$ cat src/core/wdt_pkg.sv
package wdt_pkg;
    // register index on the plain register port
    localparam int ADDR_W = 3;
    localparam logic [ADDR_W-1:0] ADDR_CTRL_ONE = 3'h0;
    localparam logic [ADDR_W-1:0] ADDR_CTRL_TWO = 3'h1;
    localparam logic [ADDR_W-1:0] ADDR_COUNTER = 3'h2;
    localparam logic [ADDR_W-1:0] ADDR_CLK_SEL = 3'h3;
    localparam logic [ADDR_W-1:0] ADDR_IRQ_STATUS = 3'h4;
    localparam logic [ADDR_W-1:0] ADDR_IRQ_MASK = 3'h5;

    // control/status one field positions
    localparam int ONE_COUNTER_WE_INH = 7;
    localparam int ONE_COUNTER_WE = 6;
    localparam int ONE_CONTROL_WE_INH = 5;
    localparam int ONE_CONTROL_WE = 4;
    localparam int ONE_RUN_INH = 3;
    localparam int ONE_RUN = 2;
    localparam int ONE_RST_FLAG_INH = 1;
    localparam int ONE_RST_FLAG = 0;
    localparam logic [7:0] ONE_READ_ONES = 8'haa;

    // control/status two field positions
    localparam int TWO_OVF = 7;
    localparam int TWO_MODE_INH = 6;
    localparam int TWO_MODE = 5;
    localparam int TWO_IRQ_EN_INH = 4;
    localparam int TWO_IRQ_EN = 3;
    localparam logic [7:0] TWO_READ_ONES = 8'h57;

    // counter and clock select
    localparam logic [7:0] COUNTER_RESET = 8'h00;
    localparam logic [7:0] COUNTER_MAX = 8'hff;
    localparam logic [3:0] CLK_SEL_RESET = 4'hf;
    localparam logic [7:0] CLK_SEL_READ_ONES = 8'hf0;
    localparam int CLK_SEL_SYS_BIT = 3;

    // prescaler: system division starts at 1/64, oscillator path is 1/2048
    localparam int SYS_DIV_BASE_LOG2 = 6;
    localparam int SYS_DIV_W = 13;
    localparam int OSC_DIV_W = 11;

    // sticky interrupt status layout
    localparam int IRQ_W = 2;
    localparam int IRQ_OVF = 0;
    localparam int IRQ_WDRST = 1;
    localparam logic [IRQ_W-1:0] IRQ_RESET = 2'h0;
endpackage

$ cat src/core/wdt_prescaler.sv
`timescale 1ns/1ps
module wdt_prescaler
    import wdt_pkg::*;
(
    // clock and reset
    input wire logic i_core_clk,
    input wire logic i_rstn,
    // control
    input wire logic i_enable,
    input wire logic i_osc_tick,
    input wire logic [3:0] i_clk_sel,
    // counter clock pulse
    output logic o_tick
);

    logic [SYS_DIV_W-1:0] sys_div_reg;
    logic [SYS_DIV_W-1:0] sys_div_next;
    logic [OSC_DIV_W-1:0] osc_div_reg;
    logic [OSC_DIV_W-1:0] osc_div_next;
    logic tick_reg;
    logic tick_next;

    // low-bit mask for division 2^(6+sel)
    function automatic logic [SYS_DIV_W-1:0] div_mask(input logic [2:0] sel);
        div_mask = ~({SYS_DIV_W{1'b1}} << (SYS_DIV_BASE_LOG2 + 32'(sel)));
    endfunction

    ////////////////////////////////////////////////////////////////////////
    // dividers restart when halted so the first period after start is whole
    always_comb begin
        sys_div_next = '0;
        osc_div_next = '0;
        tick_next = 1'b0;
        if (i_enable) begin
            sys_div_next = sys_div_reg + 13'h0001;
            osc_div_next = osc_div_reg;
            if (i_clk_sel[CLK_SEL_SYS_BIT]) begin
                // codes 1000..1111 give 1/64 .. 1/8192, see RULE_03, see RULE_19
                tick_next = (sys_div_reg & div_mask(i_clk_sel[2:0])) == div_mask(i_clk_sel[2:0]);
            end else if (i_osc_tick) begin
                // oscillator divided by 2048, see RULE_03
                osc_div_next = osc_div_reg + 11'h001;
                tick_next = &osc_div_reg;
            end
        end
    end

    always_ff @(posedge i_core_clk or negedge i_rstn) begin
        if (!i_rstn) begin
            sys_div_reg <= '0;
            osc_div_reg <= '0;
            tick_reg <= 1'b0;
        end else begin
            sys_div_reg <= sys_div_next;
            osc_div_reg <= osc_div_next;
            tick_reg <= tick_next;
        end
    end

    assign o_tick = tick_reg;

endmodule

$ cat src/core/watchdog_interval_timer_ctrl.sv
// Behaviour
// RULE_01 - eight-bit counter; overflow in watchdog mode issues an internal reset
// RULE_02 - in interval mode every overflow raises the interval interrupt instead
// RULE_03 - nine clock sources: system 1/64 to 1/8192, or oscillator 1/2048
// RULE_04 - counter write enable changes only when bit 7 is written zero
// RULE_05 - counter accepts software writes only while counter write enable is one
// RULE_06 - control write enable changes only when bit 5 is written zero
// RULE_07 - run bit and reset flag writable only while control write enable is one
// RULE_08 - inhibit bits 7, 5, 3 and 1 always read as one
// RULE_09 - counter runs while run bit is one; set by guarded write of one
// RULE_10 - run bit cleared by pin reset or guarded write of zero
// RULE_11 - reset flag set when overflow produces the internal reset
// RULE_12 - reset flag cleared by pin reset or guarded write of zero
// RULE_13 - software writes the first control register with whole-byte writes only
// RULE_14 - software stops the counter before watch or standby on system clock
// RULE_15 - module standby input stops the timer independently
// RULE_16 - up-counter resets to zero; wrap sets overflow flag and watchdog flag (code sets the reset flag only on wraps in watchdog mode)
// RULE_17 - mode select zero is watchdog, one is interval timer
// RULE_18 - overflow flag clears on read-as-one then write zero; enable gates irq
// RULE_19 - clock select code 1000 is 1/64, doubling per code to 1111
`timescale 1ns/1ps
module watchdog_interval_timer_ctrl
    import wdt_pkg::*;
(
    // clock and reset
    input wire logic i_core_clk,
    input wire logic i_rstn,
    // register port
    input wire logic [ADDR_W-1:0] i_addr,
    input wire logic [7:0] i_wdata,
    input wire logic i_wr,
    input wire logic i_rd,
    output logic [7:0] o_rdata,
    // oscillator clock pin and standby
    input wire logic i_osc_clk,
    input wire logic i_module_standby,
    // events out
    output logic o_wdt_reset,
    output logic o_interval_irq,
    output logic o_irq
);

    ////////////////////////////////////////////////////////////////////////
    // state
    logic counter_we_reg, counter_we_next;
    logic control_we_reg, control_we_next;
    logic run_bit_reg, run_bit_next;
    logic reset_flag_reg, reset_flag_next;
    logic overflow_flag_reg, overflow_flag_next;
    logic ovf_armed_reg, ovf_armed_next;
    logic mode_select_reg, mode_select_next;
    logic irq_enable_reg, irq_enable_next;
    logic [7:0] counter_reg, counter_next;
    logic [3:0] clk_sel_reg, clk_sel_next;
    logic [IRQ_W-1:0] irq_status_reg, irq_status_next;
    logic [IRQ_W-1:0] irq_mask_reg, irq_mask_next;
    logic [7:0] rdata_reg, rdata_next;
    logic wdt_reset_reg, wdt_reset_next;
    logic interval_irq_reg, interval_irq_next;
    logic irq_reg, irq_next;
    logic osc_meta_reg, osc_s2_reg, osc_s3_reg;
    logic osc_level_reg, osc_level_next;
    logic osc_tick_reg, osc_tick_next;
    logic tick;
    logic wr_one, wr_two, wr_cnt;
    logic cnt_accept, ovf_event, wdrst_event;

    ////////////////////////////////////////////////////////////////////////
    // oscillator pin: three flops, a rising change counts once s2 and s3 agree
    always_comb begin
        osc_level_next = osc_level_reg;
        osc_tick_next = 1'b0;
        if (osc_s2_reg == osc_s3_reg) begin
            osc_level_next = osc_s3_reg;
            osc_tick_next = osc_s3_reg & ~osc_level_reg;
        end
    end

    always_ff @(posedge i_core_clk or negedge i_rstn) begin
        if (!i_rstn) begin
            osc_meta_reg <= 1'b0;
            osc_s2_reg <= 1'b0;
            osc_s3_reg <= 1'b0;
            osc_level_reg <= 1'b0;
            osc_tick_reg <= 1'b0;
        end else begin
            osc_meta_reg <= i_osc_clk;
            osc_s2_reg <= osc_meta_reg;
            osc_s3_reg <= osc_s2_reg;
            osc_level_reg <= osc_level_next;
            osc_tick_reg <= osc_tick_next;
        end
    end

    // standby halts the prescaler too, see RULE_15
    wdt_prescaler u_prescaler (
        .i_core_clk(i_core_clk),
        .i_rstn(i_rstn),
        .i_enable(run_bit_reg & ~i_module_standby),
        .i_osc_tick(osc_tick_reg),
        .i_clk_sel(clk_sel_reg),
        .o_tick(tick)
    );

    ////////////////////////////////////////////////////////////////////////
    // decode and counter events
    assign wr_one = i_wr && (i_addr == ADDR_CTRL_ONE);
    assign wr_two = i_wr && (i_addr == ADDR_CTRL_TWO);
    assign wr_cnt = i_wr && (i_addr == ADDR_COUNTER);
    assign cnt_accept = wr_cnt && counter_we_reg; // see RULE_05
    // a software rewrite in the same cycle beats the wrap
    assign ovf_event = tick && run_bit_reg && !i_module_standby && !cnt_accept
        && (counter_reg == COUNTER_MAX); // see RULE_16
    assign wdrst_event = ovf_event && !mode_select_reg; // see RULE_01, see RULE_17

    ////////////////////////////////////////////////////////////////////////
    // register file next values
    always_comb begin
        counter_we_next = counter_we_reg;
        control_we_next = control_we_reg;
        run_bit_next = run_bit_reg;
        reset_flag_next = reset_flag_reg;
        overflow_flag_next = overflow_flag_reg;
        ovf_armed_next = ovf_armed_reg;
        mode_select_next = mode_select_reg;
        irq_enable_next = irq_enable_reg;
        counter_next = counter_reg;
        clk_sel_next = clk_sel_reg;
        irq_status_next = irq_status_reg;
        irq_mask_next = irq_mask_reg;
        // control one: each field needs its inhibit bit written zero
        if (wr_one) begin
            if (!i_wdata[ONE_COUNTER_WE_INH]) begin
                counter_we_next = i_wdata[ONE_COUNTER_WE]; // see RULE_04
            end
            if (!i_wdata[ONE_CONTROL_WE_INH]) begin
                control_we_next = i_wdata[ONE_CONTROL_WE]; // see RULE_06
            end
            // guard uses the enable held before this write
            if (control_we_reg && !i_wdata[ONE_RUN_INH]) begin
                run_bit_next = i_wdata[ONE_RUN]; // see RULE_07, see RULE_09, see RULE_10
            end
            if (control_we_reg && !i_wdata[ONE_RST_FLAG_INH] && !i_wdata[ONE_RST_FLAG]) begin
                reset_flag_next = 1'b0; // see RULE_12
            end
        end
        // control two: overflow clear needs an earlier read as one
        if (wr_two) begin
            if (ovf_armed_reg && !i_wdata[TWO_OVF]) begin
                overflow_flag_next = 1'b0; // see RULE_18
            end
            ovf_armed_next = 1'b0;
            if (!i_wdata[TWO_MODE_INH]) begin
                mode_select_next = i_wdata[TWO_MODE];
            end
            if (!i_wdata[TWO_IRQ_EN_INH]) begin
                irq_enable_next = i_wdata[TWO_IRQ_EN];
            end
        end
        if (i_rd && (i_addr == ADDR_CTRL_TWO) && overflow_flag_reg) begin
            ovf_armed_next = 1'b1;
        end
        if (wr_cnt && counter_we_reg) begin
            counter_next = i_wdata; // see RULE_05
        end else if (tick && run_bit_reg && !i_module_standby) begin
            counter_next = counter_reg + 8'h01; // see RULE_09, see RULE_15
        end
        if (i_wr && (i_addr == ADDR_CLK_SEL)) begin
            clk_sel_next = i_wdata[3:0];
        end
        if (i_wr && (i_addr == ADDR_IRQ_MASK)) begin
            irq_mask_next = i_wdata[IRQ_W-1:0];
        end
        if (i_wr && (i_addr == ADDR_IRQ_STATUS)) begin
            irq_status_next = irq_status_reg & ~i_wdata[IRQ_W-1:0];
        end
        // hardware sets win over any clear in the same cycle
        if (ovf_event) begin
            overflow_flag_next = 1'b1; // see RULE_16
            irq_status_next[IRQ_OVF] = 1'b1;
        end
        if (wdrst_event) begin
            reset_flag_next = 1'b1; // see RULE_11
            irq_status_next[IRQ_WDRST] = 1'b1;
        end
    end

    ////////////////////////////////////////////////////////////////////////
    // read data and outputs
    always_comb begin
        rdata_next = 8'h00;
        if (i_rd) begin
            case (i_addr)
                ADDR_CTRL_ONE: rdata_next = ONE_READ_ONES | {1'b0, counter_we_reg, 1'b0, control_we_reg,
                    1'b0, run_bit_reg, 1'b0, reset_flag_reg}; // see RULE_08
                ADDR_CTRL_TWO: rdata_next = TWO_READ_ONES | {overflow_flag_reg, 1'b0, mode_select_reg,
                    1'b0, irq_enable_reg, 3'h0};
                ADDR_COUNTER: rdata_next = counter_reg;
                ADDR_CLK_SEL: rdata_next = CLK_SEL_READ_ONES | {4'h0, clk_sel_reg};
                ADDR_IRQ_STATUS: rdata_next = {6'h00, irq_status_reg};
                ADDR_IRQ_MASK: rdata_next = {6'h00, irq_mask_reg};
                default: rdata_next = 8'h00;
            endcase
        end
        wdt_reset_next = wdrst_event; // see RULE_01
        // interval request is a level while the flag stands, see RULE_02, see RULE_18
        interval_irq_next = overflow_flag_next && irq_enable_next && mode_select_next;
        irq_next = |(irq_status_next & irq_mask_next);
    end

    always_ff @(posedge i_core_clk or negedge i_rstn) begin
        if (!i_rstn) begin
            counter_we_reg <= 1'b0;
            control_we_reg <= 1'b0;
            run_bit_reg <= 1'b0;
            reset_flag_reg <= 1'b0;
            overflow_flag_reg <= 1'b0;
            ovf_armed_reg <= 1'b0;
            mode_select_reg <= 1'b0;
            irq_enable_reg <= 1'b0;
            counter_reg <= COUNTER_RESET;
            clk_sel_reg <= CLK_SEL_RESET;
            irq_status_reg <= IRQ_RESET;
            irq_mask_reg <= IRQ_RESET;
            rdata_reg <= 8'h00;
            wdt_reset_reg <= 1'b0;
            interval_irq_reg <= 1'b0;
            irq_reg <= 1'b0;
        end else begin
            counter_we_reg <= counter_we_next;
            control_we_reg <= control_we_next;
            run_bit_reg <= run_bit_next;
            reset_flag_reg <= reset_flag_next;
            overflow_flag_reg <= overflow_flag_next;
            ovf_armed_reg <= ovf_armed_next;
            mode_select_reg <= mode_select_next;
            irq_enable_reg <= irq_enable_next;
            counter_reg <= counter_next;
            clk_sel_reg <= clk_sel_next;
            irq_status_reg <= irq_status_next;
            irq_mask_reg <= irq_mask_next;
            rdata_reg <= rdata_next;
            wdt_reset_reg <= wdt_reset_next;
            interval_irq_reg <= interval_irq_next;
            irq_reg <= irq_next;
        end
    end

    assign o_rdata = rdata_reg;
    assign o_wdt_reset = wdt_reset_reg;
    assign o_interval_irq = interval_irq_reg;
    assign o_irq = irq_reg;
endmodule

$ cat config.mk
export PLATFORM = sky130hd
export DESIGN_NAME = watchdog_interval_timer_ctrl
export DESIGN_NICKNAME = d
export VERILOG_FILES = /design/src/core/wdt_pkg.sv /design/src/core/wdt_prescaler.sv /design/src/core/watchdog_interval_timer_ctrl.sv
export SDC_FILE = /design/constraint.sdc
export NUM_CORES = 1
export LEC_CHECK = 0
export BUFFER_PORTS_ARGS = -buffer_cell sky130_fd_sc_hd__buf_4
export CORE_ASPECT_RATIO = 0.6
export CORE_MARGIN = 2
export CORE_UTILIZATION = 30
export CTS_CLUSTER_SIZE = 40
export DETAILED_ROUTE_END_ITERATION = 8
export HOLD_SLACK_MARGIN = 0.08
export PLACE_DENSITY = 0.48
export RECOVER_POWER = 50
export SYNTH_ARGS = -nofsm -noshare
export SYNTH_HDL_FRONTEND = slang
export SYNTH_SLANG_ARGS = --single-unit
$ cat constraint.sdc
create_clock -name i_core_clk -period 1.98 [get_ports i_core_clk]
set_clock_uncertainty 0.2 [all_clocks]
set_input_delay 0.099 -clock i_core_clk [delete_from_list [all_inputs] [get_ports i_core_clk]]
set_output_delay 0.099 -clock i_core_clk [all_outputs]
set_load 0.1 [all_outputs]
# [After elaboration in Yosys (flattened, before gate mapping)]
# Index checks and enable logic that the tools add are counted.
[word_totals] reg_bits=65 inputBits=17 out_inout_bits=11 wordCells=117
[classes] n_addsub=4 n_eq_ne=10 shift=1 n_mux=28 n_bitwise=11 reduce_logical=39
[ops] op="one-hot mux 8 bit (6 select lines)" n=1
[ops] op="two-way mux 11 bit" n=3
[ops] op="<< shifter 13 x 32 -> 13 bit (first input constant)" n=1
[ops] op="two-way mux 8 bit" n=3
[ops] op="logical AND 1 bit" n=20
[ops] op="two-way mux 1 bit" n=18
[ops] op="adder 13 x 1 -> 13 bit (second input constant)" n=1
[ops] op="AND 13 bit" n=1
[ops] op="== test 13 bit" n=1
[ops] op="two-way mux 13 bit" n=1
[ops] op="NOT 13 bit" n=1
[ops] op="adder 11 x 1 -> 11 bit (second input constant)" n=1
[ops] op="AND reduction 11 bit" n=1
[ops] op="AND reduction 2 bit" n=5
[ops] op="adder 8 x 1 -> 8 bit (second input constant)" n=1
[ops] op="== test 8 bit (second input constant)" n=1
[ops] op="nonzero test 2 bit" n=4
[ops] op="zero test 1 bit" n=7
[ops] op="== test 3 x 2 -> 1 bit (second input constant)" n=2
[ops] op="== test 3 bit (second input constant)" n=2
[ops] op="adder 3 x 3 -> 4 bit (first input constant)" n=1
[ops] op="AND 2 bit" n=2
[ops] op="two-way mux 2 bit" n=2
[ops] op="!= test 2 bit (second input constant)" n=2
[ops] op="7 further kinds" n=11

# [Longest topological paths before layout]
# Gate-level depths: netlist (run 1).
[logic_depth] word_depth=10 mapped_depth=6 mapped_depth_nobuf=6

# [Modules after synthesis]
# A second synthesis (run 1) with hierarchy kept.
[unflattened] hier_cells=313 area_unflattened_um2=3258.1
[modules_own_cells] mod="watchdog_interval_timer_ctrl" instances=1 cells_each=176 area_each_um2=1875.5 seq_area_each_um2=1006.0
[modules_own_cells] mod="wdt_prescaler" instances=1 cells_each=137 area_each_um2=1382.6 seq_area_each_um2=625.6

# [Worst setup path before layout (run 1)]
# No wires, ideal clock.
[synth_timing] path_kind="reg2reg" startpoint="reg clk_sel_reg[1]" endpoint="reg u_prescaler.tick_reg (netlist: u_prescaler.o_tick)" setup_time_ns=0.110 arrival_time_ns=1.456 required_ns=1.670 setup_slack_ns=0.214 stages_incl_launch_ff=6 n_path_buf=0 synth_period_minus_slack_ns=1.766 path_cell_list="dfstp_2 inv_1 ha_1 o221a_2 a31oi_1 o41ai_1"
[synth_between] elab_chain_cells=7
[synth_rtl] item="start: declaration" line="watchdog_interval_timer_ctrl.sv:54" source="logic [3:0] clk_sel_reg, clk_sel_next;"
[synth_rtl] item="start signal: assignment" line="watchdog_interval_timer_ctrl.sv:239" source="clk_sel_reg <= clk_sel_next;"
[synth_rtl] item="adder 3 x 3 -> 4 bit *" line="wdt_prescaler.sv:25" source="div_mask = ~({SYS_DIV_W{1'b1}} << (SYS_DIV_BASE_LOG2 + 32'(sel)));"
[synth_rtl] item="<< shifter 13 x 32 -> 13 bit *" line="wdt_prescaler.sv:25"
[synth_rtl] item="NOT 13 bit *" line="wdt_prescaler.sv:25"
[synth_rtl] item="AND 13 bit" line="wdt_prescaler.sv:39" source="tick_next = (sys_div_reg & div_mask(i_clk_sel[2:0])) == div_mask(i_clk_sel[2:0]);"
[synth_rtl] item="== test 13 bit *" line="wdt_prescaler.sv:39"
[synth_rtl] item="two-way mux 1 bit *" line="wdt_prescaler.sv:37" source="if (i_clk_sel[CLK_SEL_SYS_BIT]) begin"
[synth_rtl] item="two-way mux 1 bit *" line="wdt_prescaler.sv:34" source="if (i_enable) begin"
[synth_rtl] item="named net u_prescaler.tick_next" line="wdt_prescaler.sv:21" source="logic tick_next;"
[synth_rtl] item="end signal: assignment" line="wdt_prescaler.sv:56" source="tick_reg <= tick_next;"
[synth_rtl] item="end: declaration" line="wdt_prescaler.sv:20" source="logic tick_reg;"
# Mark *: on every way through the listed nets, which the timed path passes. The rest lies on a longest branch.
# A chain may end at the register's enable or synchronous reset.

# [Worst setup path after layout (run 1)]
[layout_timing] startpoint="reg clk_sel_reg[0]" endpoint="reg rdata_reg[0] (netlist: o_rdata[0])"
[layout_between] elab_chain_cells=2
[layout_rtl] item="one-hot mux 8 bit (6 select lines)" line="watchdog_interval_timer_ctrl.sv:193" source="case (i_addr)"
[layout_rtl] item="two-way mux 8 bit" line="watchdog_interval_timer_ctrl.sv:192" source="if (i_rd) begin"
[layout_rtl] item="named net rdata_next[0]" line="watchdog_interval_timer_ctrl.sv:57" source="logic [7:0] rdata_reg, rdata_next;"
[layout_rtl] item="end signal: assignment" line="watchdog_interval_timer_ctrl.sv:242" source="rdata_reg <= rdata_next;"
[layout_rtl] item="end: declaration" line="watchdog_interval_timer_ctrl.sv:57"
# The timed path passes the listed nets, and every way through them passes these cells.

==> results of run 1 <==
-- timing repair --
action / CTS / global route
gates resized for setup: 0 / 2
hold endpoints to repair: 104 / 1
hold buffers: 26 / 1
setup endpoints to repair: 0 / 2
-- metal layers --
metal,vias up,global-route usage (%)
met5,-,0
met4,0,3.41
met3,9,5.49
met2,57,16.4
met1,1161,25.4
li1,1199,-
-- synth_stat cells (8+ instances only) --
cell and instances:
a21oi_1 13, dfrtp_1 61, inv_1 9, mux2i_1 8, nand2_1 26, nand3_1 8
nand4_1 10, nor2_1 42, nor2b_1 8, o21ai_0 13, xnor2_1 9, xor2_1 15
-- power breakdown --
group,leakage [uW],switching (uW),internal [uW]
clock network,0.000135,619,882
logic,0.000796,352,273
registers,0.000852,168,1480
total,0.00178,1140,2640
-- layout make-up --
cell class / count / area [um^2]
inverter: 9 / 33.8
clock buffer: 10 / 239
fill: 968 / 6000
multi-input combinational: 222 / 1450
sequential: 65 / 1630
timing repair buffer: 60 / 483
clock inverter: 6 / 42.5
tap: 135 / 169
-- worst max-delay path, delay by kind of cell, from the launching register on --
family / cells / cell delay, ns
buffers and inverters: 1 / 0.54
flip-flops: 1 / 0.56
AND/OR/NAND/NOR: 2 / 0.25
AO/OA/AOI/OAI: 2 / 0.25
-- through the flow --
stage | power, uW | worst slack [ns]
after global placement | 2240 | 0.150
after CTS | 3800 | 0.0257
after detailed placement | 2230 | 0.117
final | 3770 | 0.120
after floorplan | 1990 | 0.214
after global routing | 3970 | 0.0353
-- path summary, 6_finish.rpt --
check	from	slack (ns)	depth (start not counted)	to
min in group asynchronous	i_rstn	0.60	3	u_prescaler.osc_div_reg[0]
worst min-delay path	i_addr[0]	0.13	4	o_rdata[7]
worst max-delay path	clk_sel_reg[0]	0.12	5	o_rdata[0]
worst min register to register	osc_meta_reg	0.16	0	osc_s2_reg
worst max register to register	clk_sel_reg[0]	0.12	5	o_rdata[0]
max in group asynchronous	i_rstn	0.39	4	clk_sel_reg[1]
-- cells in the final DEF (no fill, tap or decap), types with 3 or more instances in the layout --
cell type and count:
a21oi_1 13, dfrtp_1 61, and2_1 4, and4_1 3
clkbuf_2 12, dfstp_2 4, a211oi_1 4, and3_1 6
mux2_2 7, clkbuf_16 9, nor2_1 42, nor3_1 3
nand2_1 26, nand4_1 10, inv_1 9, nand3_1 8
xnor2_1 9, mux2i_1 8, xor2_1 15, clkbuf_1 4
nor2b_1 8, ha_1 6, o21ai_0 13, dlygate4sd3_1 26
buf_4 16, nand2b_1 5
-- cells by family after synthesis --
logic type / Yosys count
simple gates: 130
xor+xnor: 24
compound gates: 45
flops: 65
mux: 15
buf+inv: 19
fa+ha+maj: 8
==> metrics, run 1 <==
Crit. End Element flip-flop; CP cell instances nand3_1, o21a_1, o32ai_1, and2_1, dlygate4sd3_1; syn nets 330; H-tree level count 3; final setup fails 0; post-synthesis sequential area ratio 51.8%; total grt overflow 0; min Tclk post-route 1.86 ns; worst endpoint required time 2.06 ns; initial antenna violation count 0; DRT iter0 DRCs 196; routed vias 2426; mux share of post-synthesis cell area 5.04%; Top FF cell, synth dfrtp_1; hold crit path type input pin to flip-flop; clock sink total 65; Met3 Wirelength 483 um; Post-CTS Setup Bufs 0; VDD IR max 470 uV; status completed; Syn. warnings 0; Crit Path Category flip-flop to flip-flop; top cells by area, synth dfrtp_1 48%, nor2_1 5.0%, xor2_1 4.2%; CP max stage delay 0.56 ns; cts bufs inserted 9; Yosys reg bits 65; clk slew on worst S/H paths 0.06 ns; first-pass GRT wire length 12500 um; Worst-Margin Slew 0.590 ns; met2 WL 2650 um; root buffer cell clkbuf_16; Avg Inst Size Synth 10.3 um^2; max reg flops 13; Max clock buf depth 2; area leader, netlist dfrtp_1; Compound-Gate Fraction of Synth Area 8.93%; Synth cell types 53; startpoint types flip-flop; placed cell count 465; core area 10100 um^2; die height 83.4 um; TritonCTS clock tree built; Core Util, Final 40.3%; area share of the largest cell type after synthesis 48.4%; RSZ-0062 raised after global routing false; XOR/XNOR Fraction of Synth Area 6.67%; Synth Instances 306; top sig layer met4; fmax 538 MHz; Worst Path Max Fanout 4; WL per Instance 15.5 um; RePlAce Congestion 0.818; drt pass-1 iters 4; Via density 4.79; Pins Over Slew Limit 0; Synth async-reset ratio 100%; final hold vios 0; fin area 4050 um^2; placed wire-length estimate 5490 um; Post-synth EDFFs 0; nets@finish 391; Max Cap Violations 0; clk_lat worst skew 0.34 ns; highest-delay cell along the critical path dfstp_2; met1 WL 4650 um; Synth Area in Simple Gates 21.8%; area of the mapped netlist 3150 um^2; placed cell areas 3540 um^2; largest family of logic cells by synthesized area simple AND/OR/NAND/NOR gates; Tot GR Track Use 14.9%; P&R area growth vs syn 28.5%; final wirelength 7850 um; Final Cycle Share 93.9%; largest net degree at the start of global routing 35; final antenna-violating net count 0; layout cell share with drive strength beyond 1 16.9%; # rows 28; WHS 0.126 ns; Starting Density 31.3%; Final TNS setup 0 ns; I/O pins 28; vias in the first global route 2186; die width 136 um; # DRC 0; n_diodes 0; die area 11400 um^2; Max-slew headroom 60.7%; adder-cell share of the synthesized area 3.10%; Leak 0.00178 uW; port bufs 27; Final Non-Filler Cells 507; WP data arrival 1.94 ns; Pwr Density 932 nW/um^2
No activity file was read; power rests on OpenSTA's default activity.
==> run 2, diff against run 1 <==
RECOVER_POWER = default   (was 50)
==> run 2 against run 1 <==
Clock-buffer cell count did not move; largest power group unchanged; combinational power rose by 2%; wire length fell by 0.19%; die area did not move; critical path depth did not move; clock power barely moved; power rose by 0.31%; utilization rose by 0.47 points; critical path type unchanged; via count fell by 0.66%; register-to-register slack improved by 0.03 ns; non-clock buffer count did not move; first-iteration DRC count rose by 1.5%.
==> metrics, run 2 (same netlist as run 1, synthesis figures left out) <==
status completed; Final Non-Filler Cells 507 (unchanged); Max clock buf depth 2 (unchanged); Worst Path Max Fanout 4 (unchanged); H-tree level count 3 (unchanged); P&R area growth vs syn 30.1%; Via density 4.75 (-0.66%); commonest non-fill, non-tap cells in the layout 61 x dfrtp_1, 42 x nor2_1, 33 x buf_4; Leak 0.00181 uW (+1.4%); root buffer cell clkbuf_16; max reg flops 13 (unchanged); min Tclk post-route 1.83 ns (-0.0274 ns); Flop pwr share 43.5% (about the same); Starting Density 31.3% (unchanged); # DRC 0 (unchanged); startpoint types flip-flop; final setup fails 0 (unchanged); reg2reg start clk_sel_reg[0]; Critical Path Start clk_sel_reg[0]; first-pass GRT wire length 12500 um (unchanged); Sw Pwr 1140 uW (about the same); RePlAce Congestion 0.818 (unchanged); cts bufs inserted 9 (unchanged); initial antenna violation count 0 (unchanged); critical hold path startpoint i_addr[1]; DRT iter0 DRCs 199 (+1.5%); Final TNS setup 0 ns (unchanged); Max Cap Violations 0 (unchanged); Crit Path Category flip-flop to flip-flop; VDD IR max 476 uV (+1.4%); WP data arrival 1.91 ns (-0.03 ns); drt pass-1 iters 4 (unchanged); I/O pins 28 (unchanged); Int Pwr 2650 uW (+0.48%); die width 136 um (unchanged); placed cell count 465 (unchanged); placed wire-length estimate 5490 um (unchanged); die area 11400 um^2 (unchanged); placed cell areas 3540 um^2 (unchanged); Crit. End Element flip-flop; nets@finish 391 (unchanged); Pins Over Slew Limit 0 (unchanged); n_diodes 0 (unchanged); Post-CTS Setup Bufs 0 (unchanged); vias in the first global route 2186 (unchanged); Worst-Margin Slew 0.455 ns (-0.135 ns); fmax 546 MHz (+1.5%); port bufs 27 (unchanged); TritonCTS clock tree built; Max-slew headroom 69.7% (+9.0 points); RSZ-0062 raised after global routing false; clk slew on worst S/H paths 0.06 ns (about the same); clock sink total 65 (unchanged); fin area 4100 um^2 (+1.2%); worst endpoint required time 2.06 ns (about the same); routed vias 2410 (-0.66%); final antenna-violating net count 0 (unchanged); Tot GR Track Use 14.9% (unchanged); final hold vios 0 (unchanged); Pwr Density 924 nW/um^2 (-0.85%); largest net degree at the start of global routing 35 (unchanged); layout cell share with drive strength beyond 1 18.3% (+1.3 points); # rows 28 (unchanged); die height 83.4 um (unchanged); most common cell after layout, fill and taps aside dfrtp_1; Comb pwr share 16.8% (+0.2 points); final wirelength 7840 um (-0.19%); core area 10100 um^2 (unchanged); hold crit path type input pin to flip-flop; Clock power frac 39.6% (-0.2 points); clk_lat worst skew 0.34 ns (about the same); WHS 0.108 ns (-0.0186 ns); WL per Instance 15.5 um (-0.19%); Switching Share 30.1% (-0.12 points); total grt overflow 0 (unchanged); Final Cycle Share 92.5% (-1.4 points)
[run 2: cell types whose count changed in the layout (fill, tap and decap cells not counted), sizes merged]
cell / before / now
buf: 17 / 34
clkbuf: 27 / 10
[run 2: timing repair]
| item | CTS | global route |
|---|---|---|
| setup endpoints to repair | 0 | 2 |
| hold endpoints to repair | 104 | 1 |
| resized for setup | 0 | 2 |
| hold buffers | 26 | 1 |
[run 2: through the flow]
| step | setup slack, ns | util (%) | power [uW] |
|---|---|---|---|
| global route | 0.0499 | 40.8 | 3980 |
| finish | 0.148 | 40.8 | 3790 |
| floorplan | 0.214 | - | 1990 |
| CTS | 0.0257 | 40.6 | 3800 |
| detailed placement | 0.117 | 35.2 | 2230 |
| global placement | 0.150 | 35.2 | 2240 |
[run 2: power groups by stage]
| stage | logic, uW | registers (uW) | clock network (uW) |
|---|---|---|---|
| 2_1_floorplan | 301 | 1690 | 0 |
| 3_3_place_gp | 571 | 1670 | 0 |
| 3_5_place_dp | 569 | 1670 | 0 |
| 4_1_cts | 623 | 1640 | 1540 |
| 5_1_grt | 711 | 1670 | 1600 |
| 6_report | 637 | 1650 | 1500 |
[run 2: routing by layer]
layer  part of all wire (%)  routed length (um)  global-route usage [%]  vias to the layer above
met1                     58                4510                    25.4                     1142
li1                       -                   -                       -                     1201
met5                      0                   0                       0                        -
met4                   0.92                  72                    3.41                        0
met2                     34                2660                    16.4                       58
met3                    7.6                 599                    5.49                        9
[run 2: final cells by class]
type | instances | area [um^2]
Fill cell | 960 | 5960
Multi-Input combinational cell | 222 | 1460
Timing Repair Buffer | 60 | 528
Tap cell | 135 | 169
Sequential cell | 65 | 1630
Inverter | 9 | 33.8
Clock buffer | 10 | 239
Clock inverter | 6 | 42.5
[run 2: worst paths after layout]
check | depth (start not counted) | slack (ns) | end
setup / recovery | 5 | 0.15 | o_rdata[0]
hold / removal | 3 | 0.11 | o_rdata[2]
setup reg to reg | 5 | 0.15 | o_rdata[0]
hold reg to reg | 0 | 0.16 | osc_s2_reg
max in group asynchronous | 4 | 0.39 | clk_sel_reg[1]
min in group asynchronous | 3 | 0.60 | u_prescaler.osc_div_reg[0]
[run 2: critical path, stage by stage (launching register included)]
cell	delay (ns)
dfstp_2	0.56
nand3_1	0.08
o21a_1	0.12
o32ai_1	0.11
and2_1	0.17
dlygate4sd3_1	0.54
==> run 3, diff against run 2 <==
CTS_CLUSTER_DIAMETER = 50   (was default)
GPL_ROUTABILITY_DRIVEN = 0   (was default)
MAX_ROUTING_LAYER = met4   (was default)
==> run 3 against run 2 <==
Wire length rose by 0.26%; register-to-register slack barely moved; sequential power barely moved; power barely moved; combinational power barely moved; clock power barely moved; die area did not move; largest power group unchanged; highest routed layer unchanged.
==> metrics, run 3 (same netlist as run 1, synthesis figures left out) <==
status completed; r2r endpoint o_rdata[0]; n_diodes 0 (unchanged); Pins Over Slew Limit 0 (unchanged); Final Cycle Share 92.6% (+0.096 points); DRT iter0 DRCs 214 (+7.5%); initial antenna violation count 0 (unchanged); Post-CTS Setup Bufs 0 (unchanged); Comb pwr share 16.8% (about the same); Switching Share 30.1% (about the same); die area 11400 um^2 (unchanged); Max-slew headroom 69.6% (about the same); root buffer cell clkbuf_16; Tot GR Track Use 15.3% (+0.40 points); die width 136 um (unchanged); top sig layer met4; I/O pins 28 (unchanged); Worst Setup EP o_rdata[0]; final antenna-violating net count 0 (unchanged); Starting Density 31.3% (unchanged); fmax 545 MHz (-0.10%); nets@finish 391 (unchanged); Final TNS setup 0 ns (unchanged); routed vias 2410 (unchanged); drt pass-1 iters 4 (unchanged); hold crit path type input pin to flip-flop; commonest non-fill, non-tap cells in the layout 61 x dfrtp_1, 42 x nor2_1, 33 x buf_4; max reg flops 13 (unchanged); placed cell areas 3540 um^2 (unchanged); Flop pwr share 43.5% (about the same); Via density 4.75 (unchanged); Max Cap Violations 0 (unchanged); Max clock buf depth 2 (unchanged); WP data arrival 1.91 ns (about the same); Crit Path Category flip-flop to flip-flop; Critical Path Start clk_sel_reg[0]; R2R Setup Slk 0.15 ns (about the same); most common cell after layout, fill and taps aside dfrtp_1; first-pass GRT wire length 12500 um (-0.11%); Pwr Density 924 nW/um^2 (about the same); WL per Instance 15.5 um (+0.26%); clk slew on worst S/H paths 0.06 ns (about the same); # rows 28 (unchanged); fillers 960 (unchanged); Worst-Margin Slew 0.456 ns (+0.000781 ns); startpoint types flip-flop; min Tclk post-route 1.83 ns (+0.00190 ns); area occupied by multi-input gates 1460 um^2 (unchanged); final setup fails 0 (unchanged); P&R area growth vs syn 30.1% (unchanged); final hold vios 0 (unchanged); clock sink total 65 (unchanged); Leak 0.00181 uW (unchanged); core area 10100 um^2 (unchanged); # DRC 0 (unchanged); Clock power frac 39.7% (about the same); port bufs 27 (unchanged); Met3 Wirelength 711 um (+19%); cts bufs inserted 9 (unchanged); RSZ-0062 raised after global routing false; Worst Path Max Fanout 4 (unchanged); placed wire-length estimate 5490 um (unchanged); Int Pwr 2650 uW (about the same); H-tree level count 3 (unchanged); Worst Reg-to-Reg Cells 5 (unchanged); WHS 0.103 ns (-0.00466 ns); vias in the first global route 2191 (+0.23%); clk_lat worst skew 0.34 ns (about the same); final wirelength 7860 um (+0.26%); Crit. End Element flip-flop; met2 WL 2640 um (-0.56%); reg2reg start clk_sel_reg[0]; Sw Pwr 1140 uW (about the same); total grt overflow 0 (unchanged); die height 83.4 um (unchanged); layout cell share with drive strength beyond 1 18.3% (unchanged); met1 WL 4430 um (-1.7%); TritonCTS clock tree built; fin area 4100 um^2 (unchanged); VDD IR max 473 uV (-0.59%); largest net degree at the start of global routing 35 (unchanged); register area 1630 um^2 (unchanged); worst endpoint required time 2.06 ns (about the same)
run 3: cell counts in the layout (fill, tap and decap cells not counted):
No cell type changed its count.
run 3: metrics by stage:
step / setup slack [ns] / util, % / power [uW] / instances
2_1_floorplan: 0.214 / - / 1990 / 306
3_3_place_gp: 0.150 / 35.2 / 2240 / 465
3_5_place_dp: 0.117 / 35.2 / 2230 / 465
4_1_cts: 0.0257 / 40.6 / 3800 / 507
5_1_grt: 0.0499 / 40.8 / 3980 / 507
6_report: 0.146 / 40.8 / 3790 / 507
run 3: metal layers:
layer | global-route usage [%] | up-vias
li1 | - | 1197
met4 | 3.41 | 0
met3 | 5.43 | 8
met2 | 16.3 | 68
met1 | 25.4 | 1137
met5 | - | -
run 3: critical path, stage by stage (launching register included):
cell and delay [ns]:
dfstp_2 0.56, nand3_1 0.08, o21a_1 0.12, o32ai_1 0.11, and2_1 0.17, dlygate4sd3_1 0.54
run 3: layout make-up:
class,instances,area share [%]
sequential,65,39.8
inverter,9,0.824
tap,135,4.12
clock inverter,6,1.04
timing repair buffer,60,12.9
multi-input combinational,222,35.5
clock buffer,10,5.83
run 3: timing repair:
action / in CTS / in global routing
hold endpoints to repair: 104 / 1
hold buffers: 26 / 1
setup endpoints to repair: 0 / 2
gates resized for setup: 0 / 2
run 3: worst min-delay path by stage:
stage	startpoint	end	depth (start not counted)
after floorplan	i_rstn	control_we_reg	0
after global placement	i_rstn	u_prescaler.osc_div_reg[4]	1
after detailed placement	i_rstn	u_prescaler.osc_div_reg[3]	1
after CTS	i_addr[1]	o_rdata[4]	4
after global routing	i_addr[1]	o_rdata[4]	4
final	i_wr	irq_mask_reg[1]	4
run 3: power groups by stage:
stage | Sequential [uW] | Combinational, uW | Clock [uW]
after global placement | 1670 | 571 | 0
after CTS | 1640 | 623 | 1540
after detailed placement | 1670 | 569 | 0
after floorplan | 1690 | 301 | 0
after global routing | 1670 | 711 | 1600
final | 1650 | 637 | 1500
